===== src/core/sensor_ctl_regs.svh =====
`ifndef SENSOR_CTL_REGS_SVH
`define SENSOR_CTL_REGS_SVH
// Register indices (the byte address is four times the index)
`define IDX_PIN_CONTROL 8'h6B
`define IDX_ENABLE_BITS 8'h80
`define IDX_LAMP_CONTROL 8'hCD
`define IDX_INTERRUPT_ENABLES 8'hF9
`define IDX_CONTROL_STROBES 8'hFA
// Own status register holding event flags
`define IDX_EVENT_STATUS 8'hFB
// Enable bits field positions
`define EN_POWER_ON 0
`define EN_SPECTRAL 1
`define EN_WAIT 3
`define EN_MUX_LOAD 4
`define EN_FLICKER 6
// Pin control positions
`define PIN_IN 0
`define PIN_OUT 1
`define PIN_IN_EN 2
`define PIN_INV 3
// Lamp positions
`define LAMP_SWITCH 7
// Interrupt enable positions
`define IEN_SYSTEM 0
`define IEN_BUFFER 2
`define IEN_SPECTRAL 3
`define IEN_SATURATION 7
// Control strobe positions
`define CTL_SLEEP_EXIT 0
`define CTL_BUFFER_CLEAR 1
`define CTL_AUTOZERO 2
`define CTL_SOFT_RESET 3
// Reset values
`define RST_ENABLE_BITS 8'h00
`define RST_PIN_CONTROL 8'h02
`define RST_LAMP_CONTROL 8'h04
`define RST_INTERRUPT_ENABLES 8'h00
// Lamp current: base and step in mA
`define LAMP_BASE_MA 4
`define LAMP_STEP_MA 2
`endif


===== src/core/sensor_ctl_pkg.sv =====
`default_nettype none
package sensor_ctl_pkg;
	// Pulses sent to the measurement engines
	typedef struct packed {
		logic soft_reset;
		logic autozero;
		logic buffer_clear;
		logic sleep_exit;
		logic mux_start;
	} ctl_pulse_t;
	// Events reported back by the engines
	typedef struct packed {
		logic saturation;
		logic spectral;
		logic buffer_level;
		logic flicker_change;
		logic mux_done;
	} ctl_event_t;
	// APB access decode kinds
	typedef enum logic [2:0] {
		AC_NONE, AC_PIN, AC_ENABLE, AC_LAMP, AC_IEN, AC_CTL, AC_STATUS
	} acc_t;
endpackage : sensor_ctl_pkg
`default_nettype wire


===== src/core/sensor_enable_control_regs.sv =====
`include "sensor_ctl_regs.svh"
`default_nettype none
////////////////////////////////////////////////////////////////////////
// Usage notes
//
// Bus side
// - One register per aligned word, data in the low byte
// - Upper read bits are always zero
// - The slave answers in the access cycle, no wait states
// - Unmapped or unaligned addresses raise the slave error
// - A refused write leaves every register untouched
// - Back-to-back transfers are served without a gap
//
// Enable bits
// - Bits 7, 5 and 2 are spare storage, kept as written
// - Spectral enable reaches the engine only with power on
// - Engine levels follow a write one cycle later
// - The mux start bit stays set while the mux runs
// - Mux completion clears it unless an enable write
//   lands in the very same cycle, which then wins
// - A second start while busy is not pulsed again
//
// Pin control
// - Only bits 3 to 1 are stored, bits 7 to 4 read zero
// - The driven level is the output bit, inverted by bit 3
// - Output enable is low while the input is enabled
// - The input passes a three-stage synchroniser, and a
//   level counts once the last two stages agree
// - Bit 0 reads the synchronised level only when enabled
//
// Lamp control
// - Bit 7 drives the lamp pin directly
// - Bits 6:0 carry the current code to the lamp driver
// - Current grows in fixed steps from the base value
//
// Interrupts
// - Engine events set sticky flags in the status word
// - Software clears flags by writing ones there
// - An event in the clearing cycle keeps its flag set
// - The line rises one cycle after an enabled flag
// - Masking a pending flag drops the line, flag kept
//
// Control strobes
// - All control bits read back as zero
// - Each strobe is a single-cycle pulse to the engines
// - Autozero is withheld while the spectral enable bit is set,
//   since the engine would ignore it anyway
// - Buffer clear also drops the buffer flag
// - Soft reset pulses once, then resets every register
//   one edge after the write; the bus answer survives
//
// Hazards
// - Changing configuration while measuring may spoil
//   the current result; the logic does not block it
// - Soft reset in mid-transfer of another master is not
//   possible here, as there is only one bus
////////////////////////////////////////////////////////////////////////
module sensor_enable_control_regs
	import sensor_ctl_pkg::*;
#(
	parameter int ADDR_W = 10
) (
	input wire logic mclk,
	input wire logic sys_rst,
	// APB slave
	input wire logic psel,
	input wire logic penable,
	input wire logic pwrite,
	input wire logic [ADDR_W-1:0] paddr,
	input wire logic [31:0] pwdata,
	output logic [31:0] prdata,
	output logic pready,
	output logic pslverr,
	// Engine controls
	output logic power_on_bit,
	output logic spectral_measure_enable,
	output logic wait_enable,
	output logic flicker_detect_enable,
	output ctl_pulse_t ctl_pulse,
	// Engine events, same clock
	input wire ctl_event_t engine_event,
	// General purpose pin
	input wire logic gpio_pin_in,
	output logic gpio_pin_out,
	output logic gpio_pin_oe,
	// Lamp driver
	output logic lamp_driver_pin,
	output logic [6:0] lamp_current_code,
	// Interrupt line
	output logic irq
);

	// Address must reach the highest register word
	if (ADDR_W < 10) begin : g_bad_addr_w
		$error("ADDR_W must reach byte address 0x3EC");
	end

	////////////////////////////////////////////////////////////////////////
	// Address decode

	// Map a byte address to a register kind
	function automatic acc_t decode(input logic [ADDR_W-1:0] a);
		logic [ADDR_W-1:0] idx;
		idx = a >> 2;
		if (a[1:0] != 2'b00) begin
			decode = AC_NONE;
		end else if (idx == ADDR_W'(`IDX_PIN_CONTROL)) begin
			decode = AC_PIN;
		end else if (idx == ADDR_W'(`IDX_ENABLE_BITS)) begin
			decode = AC_ENABLE;
		end else if (idx == ADDR_W'(`IDX_LAMP_CONTROL)) begin
			decode = AC_LAMP;
		end else if (idx == ADDR_W'(`IDX_INTERRUPT_ENABLES)) begin
			decode = AC_IEN;
		end else if (idx == ADDR_W'(`IDX_CONTROL_STROBES)) begin
			decode = AC_CTL;
		end else if (idx == ADDR_W'(`IDX_EVENT_STATUS)) begin
			decode = AC_STATUS;
		end else begin
			decode = AC_NONE;
		end
	endfunction : decode

	logic access_phase; // Access phase of a transfer
	logic wr_hit; // Write takes effect this edge
	acc_t kind; // Decoded target
	assign access_phase = psel && penable;
	assign kind = decode(paddr);
	assign wr_hit = access_phase && pwrite;

	////////////////////////////////////////////////////////////////////////
	// Storage

	logic [7:0] enable_q; // Enable bits register
	logic [7:0] pin_q; // Pin control, bit 0 unused here
	logic [7:0] lamp_q; // Lamp control
	logic [7:0] ien_q; // Interrupt enables
	logic [4:0] flags_q; // Event flags: sat, spec, buf, flick, mux
	logic [2:0] pin_sync_q; // Pin input synchroniser
	logic pin_level_q; // Filtered pin level
	logic soft_rst_q; // Registered soft reset
	logic rst_all; // Reset from either source
	assign rst_all = sys_rst || soft_rst_q;

	// Soft reset pulse, self-clearing
	always_ff @(posedge mclk) begin
		if (sys_rst) begin
			soft_rst_q <= 1'b0;
		end else if (wr_hit && kind == AC_CTL) begin
			soft_rst_q <= pwdata[`CTL_SOFT_RESET];
		end else begin
			soft_rst_q <= 1'b0;
		end
	end

	// Enable bits register
	always_ff @(posedge mclk) begin
		if (rst_all) begin
			enable_q <= `RST_ENABLE_BITS;
		end else if (wr_hit && kind == AC_ENABLE) begin
			enable_q <= pwdata[7:0];
		end else begin
			if (wr_hit && kind == AC_IEN) begin
				// Wait bit keeps its own value on an interrupt enable write
				enable_q[`EN_WAIT] <= enable_q[`EN_WAIT];
			end
			// Completion is lost to an enable write in the same cycle
			if (engine_event.mux_done) begin
				enable_q[`EN_MUX_LOAD] <= 1'b0;
			end
		end
	end

	// Pin control register
	always_ff @(posedge mclk) begin
		if (rst_all) begin
			pin_q <= `RST_PIN_CONTROL;
		end else if (wr_hit && kind == AC_PIN) begin
			pin_q <= {4'h0, pwdata[3:1], 1'b0};
		end
	end

	// Lamp control register
	always_ff @(posedge mclk) begin
		if (rst_all) begin
			lamp_q <= `RST_LAMP_CONTROL;
		end else if (wr_hit && kind == AC_LAMP) begin
			lamp_q <= pwdata[7:0];
		end
	end

	// Interrupt enables
	always_ff @(posedge mclk) begin
		if (rst_all) begin
			ien_q <= `RST_INTERRUPT_ENABLES;
		end else if (wr_hit && kind == AC_IEN) begin
			ien_q <= {pwdata[7], 3'h0, pwdata[3:2], 1'b0, pwdata[0]};
		end
	end

	////////////////////////////////////////////////////////////////////////
	// Pin input synchroniser

	// Three stages, change taken when last two agree
	always_ff @(posedge mclk) begin
		if (rst_all) begin
			pin_sync_q <= 3'h0;
			pin_level_q <= 1'b0;
		end else begin
			pin_sync_q <= {pin_sync_q[1:0], gpio_pin_in};
			if (pin_sync_q[2] == pin_sync_q[1]) begin
				pin_level_q <= pin_sync_q[2];
			end
		end
	end

	////////////////////////////////////////////////////////////////////////
	// Event flags

	logic [4:0] ev_vec; // Incoming events
	logic [4:0] ev_clr; // Write-one-to-clear mask
	assign ev_vec = engine_event;
	assign ev_clr = (wr_hit && kind == AC_STATUS) ? pwdata[4:0] : 5'h00;

	// Sticky flags, set wins over clear
	always_ff @(posedge mclk) begin
		if (rst_all) begin
			flags_q <= 5'h00;
		end else begin
			flags_q <= (flags_q & ~ev_clr) | ev_vec;
			if (wr_hit && kind == AC_CTL && pwdata[`CTL_BUFFER_CLEAR]) begin
				flags_q[2] <= ev_vec[2];
			end
		end
	end

	////////////////////////////////////////////////////////////////////////
	// Control pulses to engines

	// One-cycle strobes from control and enable writes
	always_ff @(posedge mclk) begin
		if (rst_all) begin
			ctl_pulse <= '0;
		end else begin
			ctl_pulse.soft_reset <= wr_hit && kind == AC_CTL &&
				pwdata[`CTL_SOFT_RESET];
			ctl_pulse.autozero <= wr_hit && kind == AC_CTL &&
				pwdata[`CTL_AUTOZERO] && !enable_q[`EN_SPECTRAL];
			ctl_pulse.buffer_clear <= wr_hit && kind == AC_CTL &&
				pwdata[`CTL_BUFFER_CLEAR];
			ctl_pulse.sleep_exit <= wr_hit && kind == AC_CTL &&
				pwdata[`CTL_SLEEP_EXIT];
			ctl_pulse.mux_start <= wr_hit && kind == AC_ENABLE &&
				pwdata[`EN_MUX_LOAD] && !enable_q[`EN_MUX_LOAD];
		end
	end

	////////////////////////////////////////////////////////////////////////
	// Engine levels and pins

	// Registered control outputs
	always_ff @(posedge mclk) begin
		if (rst_all) begin
			power_on_bit <= 1'b0;
			spectral_measure_enable <= 1'b0;
			wait_enable <= 1'b0;
			flicker_detect_enable <= 1'b0;
			gpio_pin_out <= 1'b0;
			gpio_pin_oe <= 1'b0;
			lamp_driver_pin <= 1'b0;
			lamp_current_code <= 7'(`RST_LAMP_CONTROL);
		end else begin
			power_on_bit <= enable_q[`EN_POWER_ON];
			spectral_measure_enable <= enable_q[`EN_SPECTRAL] &&
				enable_q[`EN_POWER_ON];
			wait_enable <= enable_q[`EN_WAIT];
			flicker_detect_enable <= enable_q[`EN_FLICKER];
			gpio_pin_out <= pin_q[`PIN_OUT] ^ pin_q[`PIN_INV];
			gpio_pin_oe <= !pin_q[`PIN_IN_EN];
			lamp_driver_pin <= lamp_q[`LAMP_SWITCH];
			lamp_current_code <= lamp_q[6:0];
		end
	end

	// Interrupt line from enabled flags
	always_ff @(posedge mclk) begin
		if (rst_all) begin
			irq <= 1'b0;
		end else begin
			irq <= (flags_q[4] && ien_q[`IEN_SATURATION]) ||
				(flags_q[3] && ien_q[`IEN_SPECTRAL]) ||
				(flags_q[2] && ien_q[`IEN_BUFFER]) ||
				((flags_q[1] || flags_q[0]) && ien_q[`IEN_SYSTEM]);
		end
	end

	////////////////////////////////////////////////////////////////////////
	// APB response

	logic [7:0] rd_byte; // Read mux
	always_comb begin
		rd_byte = 8'h00;
		case (kind)
			AC_PIN: begin
				rd_byte = {pin_q[7:1],
					pin_q[`PIN_IN_EN] & pin_level_q};
			end
			AC_ENABLE: begin
				rd_byte = enable_q;
				rd_byte[`EN_WAIT] = enable_q[`EN_WAIT];
			end
			AC_LAMP: begin
				rd_byte = lamp_q;
			end
			AC_IEN: begin
				rd_byte = ien_q;
			end
			AC_CTL: begin
				rd_byte = 8'h00;
			end
			AC_STATUS: begin
				rd_byte = {3'h0, flags_q};
			end
			default: begin
				rd_byte = 8'h00;
			end
		endcase
	end

	// Zero-wait answer, error on unmapped address
	always_ff @(posedge mclk) begin
		if (sys_rst) begin
			pready <= 1'b0;
			pslverr <= 1'b0;
			prdata <= 32'h0000_0000;
		end else begin
			pready <= psel && !penable;
			pslverr <= psel && !penable && kind == AC_NONE;
			prdata <= (psel && !penable && !pwrite) ?
				{24'h000000, rd_byte} : 32'h0000_0000;
		end
	end

endmodule : sensor_enable_control_regs
`default_nettype wire


===== config.mk =====
export PLATFORM = sky130hd
export DESIGN_NAME = sensor_enable_control_regs
export DESIGN_NICKNAME = d
export VERILOG_FILES = /design/src/core/sensor_ctl_pkg.sv /design/src/core/sensor_enable_control_regs.sv
export VERILOG_INCLUDE_DIRS = /design/src /design/src/core
export SDC_FILE = /design/constraint.sdc
export NUM_CORES = 1
export LEC_CHECK = 0
export BUFFER_PORTS_ARGS = -buffer_cell sky130_fd_sc_hd__buf_2
export CORE_UTILIZATION = 40
export DETAILED_ROUTE_END_ITERATION = 16
export PLACE_DENSITY = 0.79
export SYNTH_ARGS = -nofsm -noshare
export SYNTH_HDL_FRONTEND = slang
export SYNTH_SLANG_ARGS = --single-unit
export TNS_END_PERCENT = 100

===== constraint.sdc =====
create_clock -name mclk -period 4.3 [get_ports mclk]
set_input_delay 0.215 -clock mclk [delete_from_list [all_inputs] [get_ports mclk]]
set_output_delay 0.215 -clock mclk [all_outputs]
set_load 0.1 [all_outputs]

Word-level counts from Yosys, hierarchy flattened
Cells that the tools add are included.
- bits in registers: 87
- bits in latches: 0
- bits in writable memories: 0
- bits in read-only memories: 0
- output and inout port bits: 54
- logic and storage cells: 97
- memories: 0
- add/subtract/negate cells: 0
- multipliers: 0
- divide/modulo/power cells: 0
- order comparisons: 0
- equal/unequal tests: 13
- shift operators: 0
- muxes and demuxes: 12
- bitwise operators: 7
- reduce and logical (&&, ||, !) cells: 38
- operator list (operator ; count):
    8-bit == test, second input constant ; 5
    8-bit one-hot mux with 5 select lines ; 1
    1-bit logical AND ; 23
    3-bit two-way mux ; 7
    3-bit == test, second input constant ; 3
    8-bit by 7-bit == test with 1-bit output, second input constant ; 1
    3-bit by 2-bit == test with 1-bit output, second input constant ; 2
    5-bit bitwise AND ; 1
    1-bit zero test ; 5
    1-bit logical OR ; 5
    5-bit two-way mux ; 1
    5-bit NOT ; 1
    5-bit OR ; 1
    2-bit nonzero test ; 2
    2-bit OR reduction ; 2
    3-bit by 1-bit == test with 1-bit output, second input constant ; 1
    3-bit zero test ; 1
    1-bit two-way mux ; 2
    2-bit two-way mux ; 1
    1-bit NOT ; 2
    1-bit bitwise AND ; 1
    1-bit == test ; 1
    1-bit bitwise XOR ; 1

Logic depth before layout (Yosys ltp)
- depth after elaboration: 15
- depth in mapped cells: 8

Least setup slack after synthesis
Ideal clock, no wire load.
- path type: in2reg
- start: in paddr[3]
- end: reg prdata[1]
- setup time: 0.133 ns
- arrival time: 1.877 ns
- data required time: 4.167 ns
- path slack: 2.290 ns
- stages on the path: 8
- path buffers: 2
- cells stage by stage: buf_6 -> or4b_4 -> a21oi_2 -> a31oi_2 -> buf_6 -> mux2_1 -> a222oi_1 -> nor2_1
- longest elaborated chain between the ends: 10
- elaborated cells on any way between the ends: 19
- those cells by class: 11 x eq/ne; 8 x mux
- ends and longest elaborated chain (element ; RTL line ; RTL):
    start, declared ; sensor_enable_control_regs.sv:69 ; input wire logic [ADDR_W-1:0] paddr,
    8-bit == test ; sensor_enable_control_regs.sv:117 ; end else if (idx == ADDR_W'(`IDX_EVENT_STATUS)) begin
    3-bit two-way mux ; sensor_enable_control_regs.sv:117 ;
    3-bit two-way mux ; sensor_enable_control_regs.sv:115 ; end else if (idx == ADDR_W'(`IDX_CONTROL_STROBES)) begin
    3-bit two-way mux ; sensor_enable_control_regs.sv:113 ; end else if (idx == ADDR_W'(`IDX_INTERRUPT_ENABLES)) begin
    3-bit two-way mux ; sensor_enable_control_regs.sv:111 ; end else if (idx == ADDR_W'(`IDX_LAMP_CONTROL)) begin
    3-bit two-way mux ; sensor_enable_control_regs.sv:109 ; end else if (idx == ADDR_W'(`IDX_ENABLE_BITS)) begin
    3-bit two-way mux (*) ; sensor_enable_control_regs.sv:107 ; end else if (idx == ADDR_W'(`IDX_PIN_CONTROL)) begin
    3-bit two-way mux (*) ; sensor_enable_control_regs.sv:105 ; if (a[1:0] != 2'b00) begin
    3-bit == test, or another cell as far along ; sensor_enable_control_regs.sv:303 ; case (kind)
    8-bit one-hot mux with 5 select lines (*) ; sensor_enable_control_regs.sv:303 ;
    end signal, assigned ; sensor_enable_control_regs.sv:339 ; prdata <= (psel && !penable && !pwrite) ?
    end, declared ; sensor_enable_control_regs.sv:71 ; output logic [31:0] prdata,
Every way passes the cells marked *; elsewhere a longest branch is shown, timed or not.
A chain may end at the register's enable or synchronous reset.

Worst setup path after layout
- start: in paddr[5]
- end: reg prdata[0]
Same word-level chain as after synthesis.

==> results.txt <==
The flow ran to the end, and the final reports show no timing, DRC or antenna violations. The critical path starts at paddr[5]. Headroom to the max-slew limit came out at 44.12%. The number of global-route vias before repair came out at 1,967. The sum of overflow across all layers after global routing is 0. For this run, the leading register cell type out of synthesis is dfxtp_1. The number of distinct library cells after synthesis is 51. Sequential cells were found to cover 47.37% of the synthesized design area.

For this design the top-level I/O count stands at 107. The worst register-to-register path begins at soft_rst_q$_SDFF_PP0_. The library cells used most frequently in the layout, excluding fill and tap cells, are 63 x dfxtp_1, 58 x buf_2, 32 x nor2_1. The register share of total power came out at 45.9%. The pre-CTS setup slack came out at 1.769 ns. Across all register-to-register paths, the minimum setup slack is 3.08 ns. The number of iterations in the first detailed-routing pass came out at 5. The clock network accounts for 42.1% of the total power. The H-tree generated during clock tree synthesis spans 3 levels.

The synthesized cell area is 2663 µm². The period utilization came out at 50.33%. The number of cells traversed by the worst register-to-register path came out at 3. The leading cell type in the layout, fill and taps excluded is dfxtp_1.

The maximum ir drop on the vdd rail came out at 0.2134 mV. For this run, design rule violations remaining after detail routing come to 0. The detailed router finished its first iteration with 144 violations. The register bit count reported by yosys came out at 63. In the routed layout, each cell is associated on average with a via count of 5.159. Setup repair after global routing left no endpoint under its margin.

STA classifies the critical path startpoint as an input port. The final setup TNS is 0 ns. The routed length per instance came out at 14.27 µm.

The number of antenna violations at the first check in global routing came out at 0. The post-route antenna net violation count is 0. The number of cells upsized or downsized after cts came out at 0. The warning count from the yosys run came out at 0. The capturing element type of the critical path is a flop.

The data required time at the worst endpoint came out at 4.46 ns. The final route contains 2,172 vias. From bottom edge to top edge, the die measures 83.59 µm. The maximum clock rate came out at 462.1 MHz.

The leakage power summed over all cells is 1.401 nW. Setup violations remaining at the end of the flow were counted as 0. The later-pin clock latency in the skew report came out at 0.33 ns. The first-pass GRT wire length came out at 9577 µm. In this run the worst setup path terminates at prdata[0]$_SDFF_PP0_. The post-synthesis area per instance came out at 9.442 µm². The power density normalized to cell area came out at 417.5 nW/µm².

Clock tree synthesis selected as its root buffer the cell clkbuf_8. Of all nets on the critical path, the largest fanout is 11. At the end of routability-driven placement, the weighted congestion stood at 0.8804. The die footprint is 6986 µm². The layout overhead on the synthesized area is 16.21%. The maximum number of pins on one net before global-route repair came out at 27. The worst path meets setup with 2.136 ns of slack. The count of endpoints failing hold in the final timing report is 0. The analysis attributes to net switching a power of 0.3584 mW. Max-cap violations in this run came to 0. The total clock sinks is 63. The clock tree buffer depth is 2. The initial core utilization is 41.69%. The fraction of synthesis flops using an asynchronous set or reset pin is 0%. The row count came out at 29. For the worst setup path, the data arrival time is 2.33 ns.

The die is 83.59 µm wide. The switching power as a share of total power came out at 27.74%. The post-CTS setup buffer count came out at 0.

After the last flow step, the layout net total stands at 392. The area of the core is 6386 µm². The worst setup skew after layout is 0.009319 ns. The count of buffers added on input and output ports is 58. The capturing point of the worst reg2reg path is lamp_q[2]$_SDFFE_PP1P_. The post-route netlist has 25.58% of its cells at a drive strength greater than 1. TritonCTS built the clock tree.

The worst hold path belongs to the class input port to flop. The half-perimeter wire length of the detailed placement result is 4283 µm. The number of antenna cells inserted came out at 0.

After clock tree synthesis, the clock-pin slew on the worst setup and hold paths is 0.06 ns. Buffers inserted during clock tree synthesis total 9. The internal portion of the total power is 0.9336 mW. The cell count after synthesis is 282. The proportion of power drawn by combinational gates came out at 12.0%.

The post-cts hold buffer count came out at 0. The final wirelength is 6006 µm. In this run, synthesis inferred 0 flip-flops with an integrated enable. The setup path with the least slack is of type input port to flop. The worst-margin pin slew is 0.8347 ns. The total routing resource utilization after global routing came out at 17.51%.

The clock period minus final worst setup slack came out at 2.164 ns. The final max-slew violation count was 0.
cells by family after synthesis:
| kind of cell | share of synthesized area [%] |
|---|---|
| AOI/OAI and AO/OA | 11.94 |
| xor gates and xnor gates | 0.3290 |
| buffers and inverters | 11.09 |
| DFF | 47.37 |
| muxes | 6.532 |
| other | 0.1408 |
| and+or+nand+nor | 22.60 |
worst min path at each step:
stage | from | end | slack [ns] | depth (start not counted)
finish | engine_event[3] | flags_q[3]$_SDFF_PP0_ | 0.09 | 3
detailed placement | engine_event[3] | flags_q[3]$_SDFF_PP0_ | 0.43 | 3
global placement | pin_sync_q[0]$_SDFF_PP0_ | pin_sync_q[1]$_SDFF_PP0_ | 0.41 | 1
floorplan | sys_rst | soft_rst_q$_SDFF_PP0_ | 0.29 | 1
CTS | engine_event[3] | flags_q[3]$_SDFF_PP0_ | 0.07 | 3
global route | engine_event[3] | flags_q[3]$_SDFF_PP0_ | 0.09 | 3
critical path: stages:
cell     delay (ns)
buf_2          0.12
and4b_1        0.24
and3_1         0.21
a31oi_2        0.61
a21oi_1        0.15
o21ai_1        0.64
a21oi_1        0.13
Yosys cell counts (2+ instances only):
cell / count / share of area (%)
a21oi_1: 17 / 3.2
a21oi_2: 2 / 0.66
a222oi_1: 5 / 1.9
a22oi_1: 2 / 0.56
and2_1: 8 / 1.9
and3_1: 9 / 2.1
and4b_1: 3 / 1.1
buf_2: 2 / 0.38
buf_4: 25 / 7.0
buf_6: 4 / 1.7
clkbuf_1: 5 / 0.70
dfxtp_1: 63 / 47
inv_1: 9 / 1.3
mux2_2: 2 / 0.85
mux2i_1: 14 / 5.3
nand2_1: 19 / 2.7
nand3_1: 10 / 1.9
nand4_1: 3 / 0.70
nand4b_1: 2 / 0.66
nor2_1: 32 / 4.5
nor2b_1: 2 / 0.47
nor3_1: 3 / 0.56
o211ai_1: 2 / 0.56
o21ai_0: 10 / 1.9
o21ai_1: 2 / 0.38
or4_1: 2 / 0.56
power groups by stage:
stage	Combinational, mW	Clock [mW]	Sequential, mW
6_report	0.155	0.543	0.593
3_5_place_dp	0.154	0	0.606
4_1_cts	0.154	0.554	0.593
2_1_floorplan	0.132	0	0.618
3_3_place_gp	0.152	0	0.606
5_1_grt	0.161	0.583	0.594
metal layers:
| metal | global-route usage, % | part of all wire, % |
|---|---|---|
| met1 | 21.54 | 43 |
| met2 | 28.09 | 48 |
| met3 | 5.638 | 6.8 |
| met4 | 7.550 | 1.7 |
| met5 | 0 | 0 |
flip-flops by register name, summed over array words and instances, names as in the netlist, 3 cells and up:
name and count:
ctl_pulse 5, enable_q 8, flags_q 5, ien_q 4, lamp_current_code 7, lamp_q 8
pin_q 3, pin_sync_q 3, prdata 8
final cells by class:
cell class	instances	area (µm²)
clock inverter	6	85.08
clock buffer	10	127.6
timing repair buffer	59	297.8
sequential	63	1261
inverter	9	33.78
fill	608	3292
multi-input combinational	197	1192
tap	77	96.34
metrics by stage:
step | cell area, µm² | cells | utilization [%] | power, mW | hold slack, ns
2_1_floorplan | 2749 | 305 | - | 0.7506 | 0.2912
3_3_place_gp | 2882 | 405 | 45.12 | 0.7585 | 0.4143
3_5_place_dp | 2882 | 405 | 45.12 | 0.7599 | 0.4262
4_1_cts | 3094 | 421 | 48.45 | 1.301 | 0.07127
5_1_grt | 3094 | 421 | 48.45 | 1.338 | 0.08745
6_report | 3094 | 421 | 48.45 | 1.292 | 0.09264
Note: power is estimated with default switching activity, not from simulation.
